==> src/gip_pkg.sv <==
// Constants and helpers shared by the indirect GPIO port block
package gip_pkg;

  // ****************************************************************
  // Register map (word indices, byte address is four times)
  // ****************************************************************
  localparam logic [13:0] IDX_SEL [4] = '{14'h0fd0, 14'h0fd4, 14'h0fd8, 14'h0fdc};
  localparam logic [13:0] IDX_WIN [4] = '{14'h0fd1, 14'h0fd5, 14'h0fd9, 14'h0fdd};
  localparam logic [13:0] IDX_IN  [4] = '{14'h0fd2, 14'h0fd6, 14'h0fda, 14'h0fde};
  localparam logic [13:0] IDX_OUT [4] = '{14'h0fd3, 14'h0fd7, 14'h0fdb, 14'h0fdf};
  localparam logic [13:0] IDX_IRQ_STAT = 14'h1000;
  localparam logic [13:0] IDX_IRQ_MASK = 14'h1001;
  localparam logic [13:0] IDX_IRQ_POL  = 14'h1002;

  // ****************************************************************
  // Subregister codes
  // ****************************************************************
  localparam logic [7:0] SUB_NONE  = 8'h00;
  localparam logic [7:0] SUB_DIR   = 8'h01;
  localparam logic [7:0] SUB_AF    = 8'h02;
  localparam logic [7:0] SUB_OD    = 8'h03;
  localparam logic [7:0] SUB_HDE   = 8'h04;
  localparam logic [7:0] SUB_WAKE  = 8'h05;
  localparam logic [7:0] SUB_PU    = 8'h06;
  localparam logic [7:0] SUB_AFS1  = 8'h07;
  localparam logic [7:0] SUB_AFS2  = 8'h08;
  localparam int         SUB_COUNT = 8;

  // ****************************************************************
  // Reset values
  // ****************************************************************
  localparam logic [7:0]  SEL_RST      = 8'h00;
  localparam logic [7:0]  OUT_RST      = 8'h00;
  localparam logic [7:0]  DIR_RST      = 8'hff;
  localparam logic [7:0]  AF_RST_ABC   = 8'h00;
  localparam logic [7:0]  AF_RST_D     = 8'h01;
  localparam logic [7:0]  OD_RST_ABC   = 8'h00;
  localparam logic [7:0]  OD_RST_D     = 8'h01;
  localparam logic [7:0]  CFG_RST      = 8'h00;
  localparam logic [31:0] IRQ_RST      = 32'h0000_0000;
  localparam int          PORT_D       = 3;
  localparam int          SYNC_STAGES  = 3;

  // ****************************************************************
  // Bus answers
  // ****************************************************************
  localparam logic [1:0] RESP_OKAY   = 2'b00;
  localparam logic [1:0] RESP_SLVERR = 2'b10;

  // Reset value of one subregister slot (slot = code minus one)
  function automatic logic [7:0] cfg_rst(input int port, input int slot);
    logic [7:0] v;
    v = CFG_RST;
    if (slot == int'(SUB_DIR) - 1) v = DIR_RST;
    if (slot == int'(SUB_AF) - 1)  v = (port == PORT_D) ? AF_RST_D : AF_RST_ABC;
    if (slot == int'(SUB_OD) - 1)  v = (port == PORT_D) ? OD_RST_D : OD_RST_ABC;
    return v;
  endfunction

  // Merge write data into a word by byte strobes
  function automatic logic [31:0] merge(input logic [31:0] old, input logic [31:0] nw,
                                        input logic [3:0] strb);
    logic [31:0] v;
    v = old;
    for (int b = 0; b < 4; b++) begin
      if (strb[b]) v[8*b +: 8] = nw[8*b +: 8];
    end
    return v;
  endfunction

endpackage

==> src/gip_pin_port.sv <==
// Pad control and input conditioning for one 8-bit port
`timescale 1ns/1ps
module gip_pin_port #(
  parameter int W = 8
) (
  // Clock and reset
  input  wire logic         aclk,
  input  wire logic         aresetn,
  // Pin side
  input  wire logic [W-1:0] pin_i,
  output logic      [W-1:0] pin_o,
  output logic      [W-1:0] pin_oe,
  // Configuration
  input  wire logic [W-1:0] pin_output_value,
  input  wire logic [W-1:0] pin_direction,
  input  wire logic [W-1:0] altfunc_enable,
  input  wire logic [W-1:0] open_drain_select,
  input  wire logic [W-1:0] af_out,
  input  wire logic [W-1:0] af_oe,
  // Conditioned input
  output logic      [W-1:0] pin_input_value,
  output logic      [W-1:0] rise,
  output logic      [W-1:0] fall
);

  logic [W-1:0] sync_r [gip_pkg::SYNC_STAGES];
  logic [W-1:0] stable_r;
  logic [W-1:0] drv;
  logic [W-1:0] val;

  // Three-stage synchroniser
  always_ff @(posedge aclk) begin
    if (!aresetn) begin
      for (int i = 0; i < gip_pkg::SYNC_STAGES; i++) sync_r[i] <= '0;
    end else begin
      sync_r[0] <= pin_i;
      for (int i = 1; i < gip_pkg::SYNC_STAGES; i++) sync_r[i] <= sync_r[i-1];
    end
  end

  // Accept a bit once stages two and three agree
  always_ff @(posedge aclk) begin
    if (!aresetn) begin
      stable_r <= '0;
    end else begin
      for (int b = 0; b < W; b++) begin
        if (sync_r[1][b] == sync_r[2][b]) stable_r[b] <= sync_r[2][b];
      end
    end
  end

  // Edge pulses from the accepted value
  always_comb begin
    rise = (sync_r[1] & sync_r[2]) & ~stable_r;
    fall = ~(sync_r[1] | sync_r[2]) & stable_r;
  end
  assign pin_input_value = stable_r;

  // Drive source: alternate function or GPIO direction/data
  always_comb begin
    drv = (altfunc_enable & af_oe) | (~altfunc_enable & ~pin_direction);
    val = (altfunc_enable & af_out) | (~altfunc_enable & pin_output_value);
    pin_o  = val & ~open_drain_select;
    pin_oe = drv & ~(open_drain_select & val);
  end
endmodule // gip_pin_port

==> src/gip_top.sv <==
// Four-port GPIO block with indirect configuration and AXI4-Lite registers
//
// Added by the designer: the AXI4-Lite interface to the registers.
`timescale 1ns/1ps
module gip_top #(
  parameter logic [31:0] EDGE_CFG_PINS = 32'h0000_00ff
) (
  // Clock and reset
  input  wire logic        aclk,
  input  wire logic        aresetn,
  // AXI4-Lite write
  input  wire logic [15:0] s_axi_awaddr,
  input  wire logic        s_axi_awvalid,
  output logic             s_axi_awready,
  input  wire logic [31:0] s_axi_wdata,
  input  wire logic [3:0]  s_axi_wstrb,
  input  wire logic        s_axi_wvalid,
  output logic             s_axi_wready,
  output logic [1:0]       s_axi_bresp,
  output logic             s_axi_bvalid,
  input  wire logic        s_axi_bready,
  // AXI4-Lite read
  input  wire logic [15:0] s_axi_araddr,
  input  wire logic        s_axi_arvalid,
  output logic             s_axi_arready,
  output logic [31:0]      s_axi_rdata,
  output logic [1:0]       s_axi_rresp,
  output logic             s_axi_rvalid,
  input  wire logic        s_axi_rready,
  // Pins, four ports of eight, port A in the low byte
  input  wire logic [31:0] pin_i,
  output logic [31:0]      pin_o,
  output logic [31:0]      pin_oe,
  output logic [31:0]      pullup_select,
  output logic [31:0]      strong_drive_enable,
  output logic [31:0]      wake_source_enable,
  // Alternate function peripherals
  input  wire logic [31:0] af_out,
  input  wire logic [31:0] af_oe,
  output logic [31:0]      af_in,
  output logic [31:0]      altfunc_enable,
  output logic [31:0]      altfunc_choice_low,
  output logic [31:0]      altfunc_choice_high,
  // Interrupt
  output logic             irq
);

  logic [7:0]  sel_r [4];
  logic [7:0]  cfg_r [4][gip_pkg::SUB_COUNT];
  logic [7:0]  out_r [4];
  logic [31:0] stat_r;
  logic [31:0] mask_r;
  logic [31:0] pol_r;
  logic [31:0] in_val;
  logic [31:0] rise;
  logic [31:0] fall;
  logic [31:0] ev;
  logic [31:0] stat_clr;
  logic        aw_hold_r;
  logic        w_hold_r;
  logic [15:0] awaddr_r;
  logic [31:0] wdata_r;
  logic [3:0]  wstrb_r;
  logic        bvalid_r;
  logic [1:0]  bresp_r;
  logic        rvalid_r;
  logic [1:0]  rresp_r;
  logic [31:0] rdata_r;
  logic        wr_do;
  logic        rd_do;
  logic [13:0] wi;
  logic [13:0] ri;
  logic        wr_hit;
  logic        rd_hit;
  logic [31:0] rd_nxt;
  logic [3:0]  sel_ok;
  logic [2:0]  slot [4];

  // ****************************************************************
  // Per-port pad logic
  // ****************************************************************
  generate
    for (genvar p = 0; p < 4; p++) begin : g_port
      gip_pin_port #(.W(8)) u_port (
        .aclk              (aclk),
        .aresetn           (aresetn),
        .pin_i             (pin_i[8*p +: 8]),
        .pin_o             (pin_o[8*p +: 8]),
        .pin_oe            (pin_oe[8*p +: 8]),
        .pin_output_value  (out_r[p]),
        .pin_direction     (cfg_r[p][int'(gip_pkg::SUB_DIR) - 1]),
        .altfunc_enable    (cfg_r[p][int'(gip_pkg::SUB_AF) - 1]),
        .open_drain_select (cfg_r[p][int'(gip_pkg::SUB_OD) - 1]),
        .af_out            (af_out[8*p +: 8]),
        .af_oe             (af_oe[8*p +: 8]),
        .pin_input_value   (in_val[8*p +: 8]),
        .rise              (rise[8*p +: 8]),
        .fall              (fall[8*p +: 8])
      );
      // Configuration fields out to the pad ring and peripherals
      assign altfunc_enable[8*p +: 8]      = cfg_r[p][int'(gip_pkg::SUB_AF) - 1];
      assign strong_drive_enable[8*p +: 8] = cfg_r[p][int'(gip_pkg::SUB_HDE) - 1];
      assign wake_source_enable[8*p +: 8]  = cfg_r[p][int'(gip_pkg::SUB_WAKE) - 1];
      assign pullup_select[8*p +: 8]       = cfg_r[p][int'(gip_pkg::SUB_PU) - 1];
      assign altfunc_choice_low[8*p +: 8]  = cfg_r[p][int'(gip_pkg::SUB_AFS1) - 1];
      assign altfunc_choice_high[8*p +: 8] = cfg_r[p][int'(gip_pkg::SUB_AFS2) - 1];
      // Selector decode: only codes 01H..08H reach a slot
      assign sel_ok[p] = (sel_r[p] >= gip_pkg::SUB_DIR) && (sel_r[p] <= gip_pkg::SUB_AFS2);
      assign slot[p]   = 3'(sel_r[p][2:0] - 3'd1);
    end
  endgenerate
  assign af_in = in_val;

  // ****************************************************************
  // AXI4-Lite handshakes
  // ****************************************************************
  assign s_axi_awready = ~aw_hold_r;
  assign s_axi_wready  = ~w_hold_r;
  assign s_axi_bvalid  = bvalid_r;
  assign s_axi_bresp   = bresp_r;
  assign s_axi_arready = ~rvalid_r;
  assign s_axi_rvalid  = rvalid_r;
  assign s_axi_rresp   = rresp_r;
  assign s_axi_rdata   = rdata_r;
  assign wr_do = aw_hold_r & w_hold_r & ~bvalid_r;
  assign rd_do = s_axi_arvalid & ~rvalid_r;
  assign wi    = awaddr_r[15:2];
  assign ri    = s_axi_araddr[15:2];

  // Capture address and data in either order
  always_ff @(posedge aclk) begin
    if (!aresetn) begin
      aw_hold_r <= 1'b0;
      w_hold_r  <= 1'b0;
      awaddr_r  <= 16'h0000;
      wdata_r   <= 32'h0000_0000;
      wstrb_r   <= 4'h0;
    end else begin
      if (s_axi_awvalid && !aw_hold_r) begin
        aw_hold_r <= 1'b1;
        awaddr_r  <= s_axi_awaddr;
      end else if (wr_do) begin
        aw_hold_r <= 1'b0;
      end
      if (s_axi_wvalid && !w_hold_r) begin
        w_hold_r <= 1'b1;
        wdata_r  <= s_axi_wdata;
        wstrb_r  <= s_axi_wstrb;
      end else if (wr_do) begin
        w_hold_r <= 1'b0;
      end
    end
  end

  // Write address decode
  always_comb begin
    wr_hit = (wi == gip_pkg::IDX_IRQ_STAT) || (wi == gip_pkg::IDX_IRQ_MASK) ||
             (wi == gip_pkg::IDX_IRQ_POL);
    for (int p = 0; p < 4; p++) begin
      if (wi == gip_pkg::IDX_SEL[p] || wi == gip_pkg::IDX_WIN[p] ||
          wi == gip_pkg::IDX_IN[p] || wi == gip_pkg::IDX_OUT[p]) wr_hit = 1'b1;
    end
  end

  // Write response
  always_ff @(posedge aclk) begin
    if (!aresetn) begin
      bvalid_r <= 1'b0;
      bresp_r  <= gip_pkg::RESP_OKAY;
    end else if (wr_do) begin
      bvalid_r <= 1'b1;
      bresp_r  <= wr_hit ? gip_pkg::RESP_OKAY : gip_pkg::RESP_SLVERR;
    end else if (s_axi_bready) begin
      bvalid_r <= 1'b0;
    end
  end

  // ****************************************************************
  // Port registers
  // ****************************************************************

  // Selectors and output data
  always_ff @(posedge aclk) begin
    if (!aresetn) begin
      for (int p = 0; p < 4; p++) begin
        sel_r[p] <= gip_pkg::SEL_RST;
        out_r[p] <= gip_pkg::OUT_RST;
      end
    end else if (wr_do && wstrb_r[0]) begin
      for (int p = 0; p < 4; p++) begin
        if (wi == gip_pkg::IDX_SEL[p]) sel_r[p] <= wdata_r[7:0];
        if (wi == gip_pkg::IDX_OUT[p]) out_r[p] <= wdata_r[7:0];
      end
    end
  end

  // Window writes land in the selected subregister only
  always_ff @(posedge aclk) begin
    if (!aresetn) begin
      for (int p = 0; p < 4; p++) begin
        for (int s = 0; s < gip_pkg::SUB_COUNT; s++) cfg_r[p][s] <= gip_pkg::cfg_rst(p, s);
      end
    end else if (wr_do && wstrb_r[0]) begin
      for (int p = 0; p < 4; p++) begin
        if (wi == gip_pkg::IDX_WIN[p] && sel_ok[p]) begin
          cfg_r[p][slot[p]] <= wdata_r[7:0];
        end
      end
    end
  end

  // ****************************************************************
  // Pin interrupts
  // ****************************************************************

  // Selectable pins use polarity (1 rising, 0 falling); others any edge
  always_comb begin
    ev = (EDGE_CFG_PINS & ((pol_r & rise) | (~pol_r & fall))) |
         (~EDGE_CFG_PINS & (rise | fall));
    stat_clr = (wr_do && wi == gip_pkg::IDX_IRQ_STAT) ?
               gip_pkg::merge(32'h0000_0000, wdata_r, wstrb_r) : 32'h0000_0000;
  end

  // Sticky status, set wins over write-one-to-clear
  always_ff @(posedge aclk) begin
    if (!aresetn) stat_r <= gip_pkg::IRQ_RST;
    else          stat_r <= (stat_r & ~stat_clr) | ev;
  end

  // Mask and polarity
  always_ff @(posedge aclk) begin
    if (!aresetn) begin
      mask_r <= gip_pkg::IRQ_RST;
      pol_r  <= gip_pkg::IRQ_RST;
    end else if (wr_do) begin
      if (wi == gip_pkg::IDX_IRQ_MASK) mask_r <= gip_pkg::merge(mask_r, wdata_r, wstrb_r);
      if (wi == gip_pkg::IDX_IRQ_POL)  pol_r  <= gip_pkg::merge(pol_r, wdata_r, wstrb_r);
    end
  end

  // Interrupt level
  always_ff @(posedge aclk) begin
    if (!aresetn) irq <= 1'b0;
    else          irq <= |(((stat_r & ~stat_clr) | ev) & mask_r);
  end

  // ****************************************************************
  // Read path
  // ****************************************************************

  // Read mux, window follows the selector
  always_comb begin
    rd_nxt = 32'h0000_0000;
    rd_hit = 1'b1;
    if (ri == gip_pkg::IDX_IRQ_STAT)      rd_nxt = stat_r;
    else if (ri == gip_pkg::IDX_IRQ_MASK) rd_nxt = mask_r;
    else if (ri == gip_pkg::IDX_IRQ_POL)  rd_nxt = pol_r;
    else rd_hit = 1'b0;
    for (int p = 0; p < 4; p++) begin
      if (ri == gip_pkg::IDX_SEL[p]) begin
        rd_hit = 1'b1;
        rd_nxt = {24'h00_0000, sel_r[p]};
      end
      if (ri == gip_pkg::IDX_WIN[p]) begin
        rd_hit = 1'b1;
        rd_nxt = sel_ok[p] ? {24'h00_0000, cfg_r[p][slot[p]]} : 32'h0000_0000;
      end
      if (ri == gip_pkg::IDX_IN[p]) begin
        rd_hit = 1'b1;
        rd_nxt = {24'h00_0000, in_val[8*p +: 8]};
      end
      if (ri == gip_pkg::IDX_OUT[p]) begin
        rd_hit = 1'b1;
        rd_nxt = {24'h00_0000, out_r[p]};
      end
    end
  end

  // Read response
  always_ff @(posedge aclk) begin
    if (!aresetn) begin
      rvalid_r <= 1'b0;
      rresp_r  <= gip_pkg::RESP_OKAY;
      rdata_r  <= 32'h0000_0000;
    end else if (rd_do) begin
      rvalid_r <= 1'b1;
      rresp_r  <= rd_hit ? gip_pkg::RESP_OKAY : gip_pkg::RESP_SLVERR;
      rdata_r  <= rd_nxt;
    end else if (s_axi_rready) begin
      rvalid_r <= 1'b0;
    end
  end
endmodule // gip_top

==> config.mk <==
export PLATFORM = sky130hd
export DESIGN_NAME = gip_top
export DESIGN_NICKNAME = d
export VERILOG_FILES = /design/src/gip_pkg.sv /design/src/gip_pin_port.sv /design/src/gip_top.sv
export SDC_FILE = /design/constraint.sdc
export NUM_CORES = 1
export LEC_CHECK = 0
export BUFFER_PORTS_ARGS = -buffer_cell sky130_fd_sc_hd__buf_2
export CAP_MARGIN = 0
export CELL_PAD_IN_SITES_DETAIL_PLACEMENT = 0
export CELL_PAD_IN_SITES_GLOBAL_PLACEMENT = 2
export CORE_AREA = 2 2 314 316
export DETAILED_ROUTE_END_ITERATION = 16
export DIE_AREA = 0 0 316 318
export PLACE_DENSITY_LB_ADDON = 0.1
export SLEW_MARGIN = 20
export SYNTH_ARGS = -nofsm -noshare
export SYNTH_HDL_FRONTEND = slang
export SYNTH_SLANG_ARGS = --single-unit
==> constraint.sdc <==
create_clock -name aclk -period 3.5 [get_ports aclk]
set_clock_uncertainty 0.05 [all_clocks]
set_input_delay 0.7 -clock aclk [delete_from_list [all_inputs] [get_ports aclk]]
set_output_delay 0.7 -clock aclk [all_outputs]
set_load 0.01 [all_outputs]
==> flow_summary_export.csv <==
group,metric,value,unit
logic_synthesis,syn_area,30800,um2
drt,drt_iter0_markers,1805,
die,die_w,316,um
worst_setup_path,reg2reg_depth,11,
worst_setup_path,crit_fanout,6,
die,rows,115,
cts,path_clk_slew,0.06,ns
timing,worst_pin_slew,1.12,ns
worst_setup_path,arrival,3.74,ns
global_route,grt_max_degree,204,
worst_setup_path,r2r_start,"sel_r[1][1]",
timing,hold_viol_final,0,
power_and_ir_drop,peakVddDrop,0.315,mV
timing,fin_crit,3.28,ns
hold_path,hold_path_startpoint,"s_axi_rready",
power_and_ir_drop,power_density,478,nW/um2
logic_synthesis,yosysUniqueCellTypes,83,
power_and_ir_drop,p_leak,15.2,nW
place,place.gp.congestion,0.891,
cts,cts_sinks,633,
final_layout,layout-drive-gt1-share,25.4,%
place,hpwl,91400,um
drt,postRouteAntennaNets,0,
timing,rsz0062_at_grt,"false",
cts,clock_tree.root_cell,"clkbuf_16",
hold_path,hp-class,"input port to register",
drt,vias,25058,
timing,hold-worst-slack,0.199,ns
logic_synthesis,syn-instance-count,3176,
timing,setup_viol,0,
global_route,track_usage,23.8,%
die,start_util,31.6,%
drt,routed_wl,122000,um
worst_setup_path,reg2reg_to,"s_axi_rdata[2]",
logic_synthesis,yosysWarningCount,0,
timing,slew_viol_final,0,
cts,cts_setup_buffers,0,
global_route,grt_pass1_wl,176000,um
worst_setup_path,start_kind,"register",
cts,clk_latency,0.64,ns
cts,cts_resized,0,
die,ios,501,
final_layout,nets,3779,
logic_synthesis,ys_seq_area_share,47.6,%
worst_setup_path,required,3.96,ns
cts,holdBufCountCts,0,
timing,relSlewSlack,25.5,%
timing,fmax,305,MHz
final_layout,final_area,36700,um2
drt,drc_errors,0,
die,core_area,97400,um2
logic_synthesis,ys_ff_latch,633,
place,placed_cell_area,34100,um2
logic_synthesis,ys_async_sr_fraction,0,%
place,preCtsSetupSlack,0.142,ns
timing,post-route-period-util,93.7,%
worst_setup_path,worstSetupEndpointType,"register",
timing,fin_setup_tns,0,ns
worst_setup_path,r2r_setup_slack,0.22,ns
logic_synthesis,postSynthAreaPerCell,9.71,um2
drt,wire_per_inst,25.0,um
run,drv_cap,0,
drt,viasPerCell,5.13,
final_layout,syn_to_final_growth,19.1,%
cts,cts_tree,"yes",
hold_path,hold_path_depth,2,
logic_synthesis,synthFlopType,"dfxtp_1",
global_route,antenna_found_initial,12,
die,dieArea,100000,um2
place,port_buffers,494,
cts,htree_num_levels,3,
drt,dr.pass1.iters,8,
global_route,grt_pass1_vias,25002,
timing,setup_slack,0.221,ns
worst_setup_path,critical_path_class,"register to register",
hold_path,hold_path_end,"s_axi_rvalid",
cts,numCtsBuffers,76,
cts,cts_buffer_depth,3,
power_and_ir_drop,p_total,17.6,mW
die,die_y,318,um
outcome,status,"finished clean",
logic_synthesis,synth-edff-count,200,
global_route,grt_overflow,0,
## worst max path at each step
stage | slack, ns | startpoint | to | depth (start not counted)
6_report | 0.22 | sel_r[1][1] | s_axi_rdata[2] | 11
5_1_grt | 0.12 | sel_r[2][0] | s_axi_rdata[2] | 13
4_1_cts | 0.12 | sel_r[2][1] | s_axi_rdata[2] | 11
3_5_place_dp | 0.14 | sel_r[2][1] | s_axi_rdata[2] | 11
3_3_place_gp | 0.11 | s_axi_araddr[3] | s_axi_rdata[2] | 10
2_1_floorplan | 0.10 | sel_r[1][0] | cfg_r[1][10] | 9
## stage by stage
stage / std cells / utilization [%]
after floorplan: 3177 / -
after global placement: 4743 / 35.0
after detailed placement: 4743 / 35.0
after CTS: 4883 / 37.7
after global routing: 4883 / 37.7
final: 4886 / 37.7
## cell usage after synthesis (9+ instances only)
cell / instances / area [um2]
dfxtp_1: 433 / 8670
nand2_1: 401 / 1510
nor2_1: 248 / 931
and2_1: 222 / 1390
mux2i_1: 219 / 2190
edfxtp_1: 200 / 6010
buf_4: 199 / 1490
a21oi_1: 189 / 946
clkbuf_1: 132 / 495
inv_1: 90 / 338
nand3_1: 89 / 445
o21ai_0: 77 / 385
ha_1: 74 / 926
nand4_1: 57 / 357
buf_2: 41 / 205
a211oi_1: 39 / 293
mux4_2: 38 / 856
o211ai_1: 38 / 285
a22oi_1: 32 / 240
a31o_2: 31 / 272
nor2b_1: 30 / 188
nand2b_1: 28 / 175
a221o_1: 22 / 220
nor3_1: 17 / 85.1
and3_1: 14 / 87.6
mux2_2: 14 / 158
a21o_1: 13 / 97.6
nor4_1: 13 / 81.3
o22ai_1: 13 / 81.3
o31ai_1: 10 / 75.1
buf_1: 9 / 33.8
nand3b_1: 9 / 67.6
## state kept, by name, summed over array words and instances, names as in the netlist, 4 cells and up
signal	flops
sel_r	32
g_port.u_port.sync_r	96
s_axi_rdata	32
wstrb_r	4
stat_r	32
pol_r	32
mask_r	32
cfg_r	256
wdata_r	32
g_port.u_port.pin_input_value	32
awaddr_r	14
out_r	32
## metal layers
metal  global-route usage (%)  vias to the layer above  routed length [um]  share of wire [%]
met5                        0                        -                  32              0.026
met2                     40.6                      797               59600                 49
met1                     31.3                    12358               53100                 43
li1                         -                    11745                   -                  -
met4                     5.48                        6                2630                2.2
met3                     3.84                      152                6840                5.6
## critical path, cell delays in order, from the launching register on
cell	delay [ns]
edfxtp_1	0.35
inv_1	0.13
ha_1	0.30
xor2_2	0.42
buf_4	0.24
mux4_2	0.30
mux2i_1	0.42
o22ai_1	0.15
a211oi_1	0.42
buf_4	0.18
a21o_1	0.13
a21oi_1	0.06
## power by group
group          switching, mW  internal [mW]
registers              0.198           7.76
logic                  0.874          0.502
clock network           3.29           4.93
total                   4.36           13.2
## cell usage in the layout (no fill, tap or decap), types with 14 or more instances in the layout
cell type	Yosys	layout
a211oi_1	39	39
a21oi_1	189	189
a221o_1	22	22
a22oi_1	32	32
a31o_2	31	31
and2_1	222	222
and3_1	14	14
buf_2	41	493
buf_4	199	161
clkbuf_16	0	80
clkbuf_8	0	14
dfxtp_1	433	432
edfxtp_1	200	200
ha_1	74	73
inv_1	90	89
mux2_2	14	14
mux2i_1	219	219
mux4_2	38	38
nand2_1	401	401
nand2b_1	28	28
nand3_1	89	89
nand4_1	57	57
nor2_1	248	247
nor2b_1	30	28
nor3_1	17	17
o211ai_1	38	38
o21ai_0	77	77
## logic make-up after synthesis
logic type | Yosys count | synth area share [%]
flip-flops | 633 | 47.6
other | 1 | 0.0122
AO/OA/AOI/OAI | 526 | 11.2
AND/OR/NAND/NOR | 1189 | 19.2
multiplexers | 271 | 10.4
adder cells (fa/ha/maj) | 74 | 3.00
XOR/XNOR | 8 | 0.252
buffers and inverters | 474 | 8.40
## cell type report
cell class                 count  area, um2
antenna                        3       7.51
clock buffer                 107       2240
clock inverter                33        362
fill                        9862      60700
inverter                      91        349
multi-input combinational   2070      13600
sequential                   633      14700
tap                         1287       1610
timing repair buffer         662       3840
No activity file was read; power rests on OpenSTA's default activity.
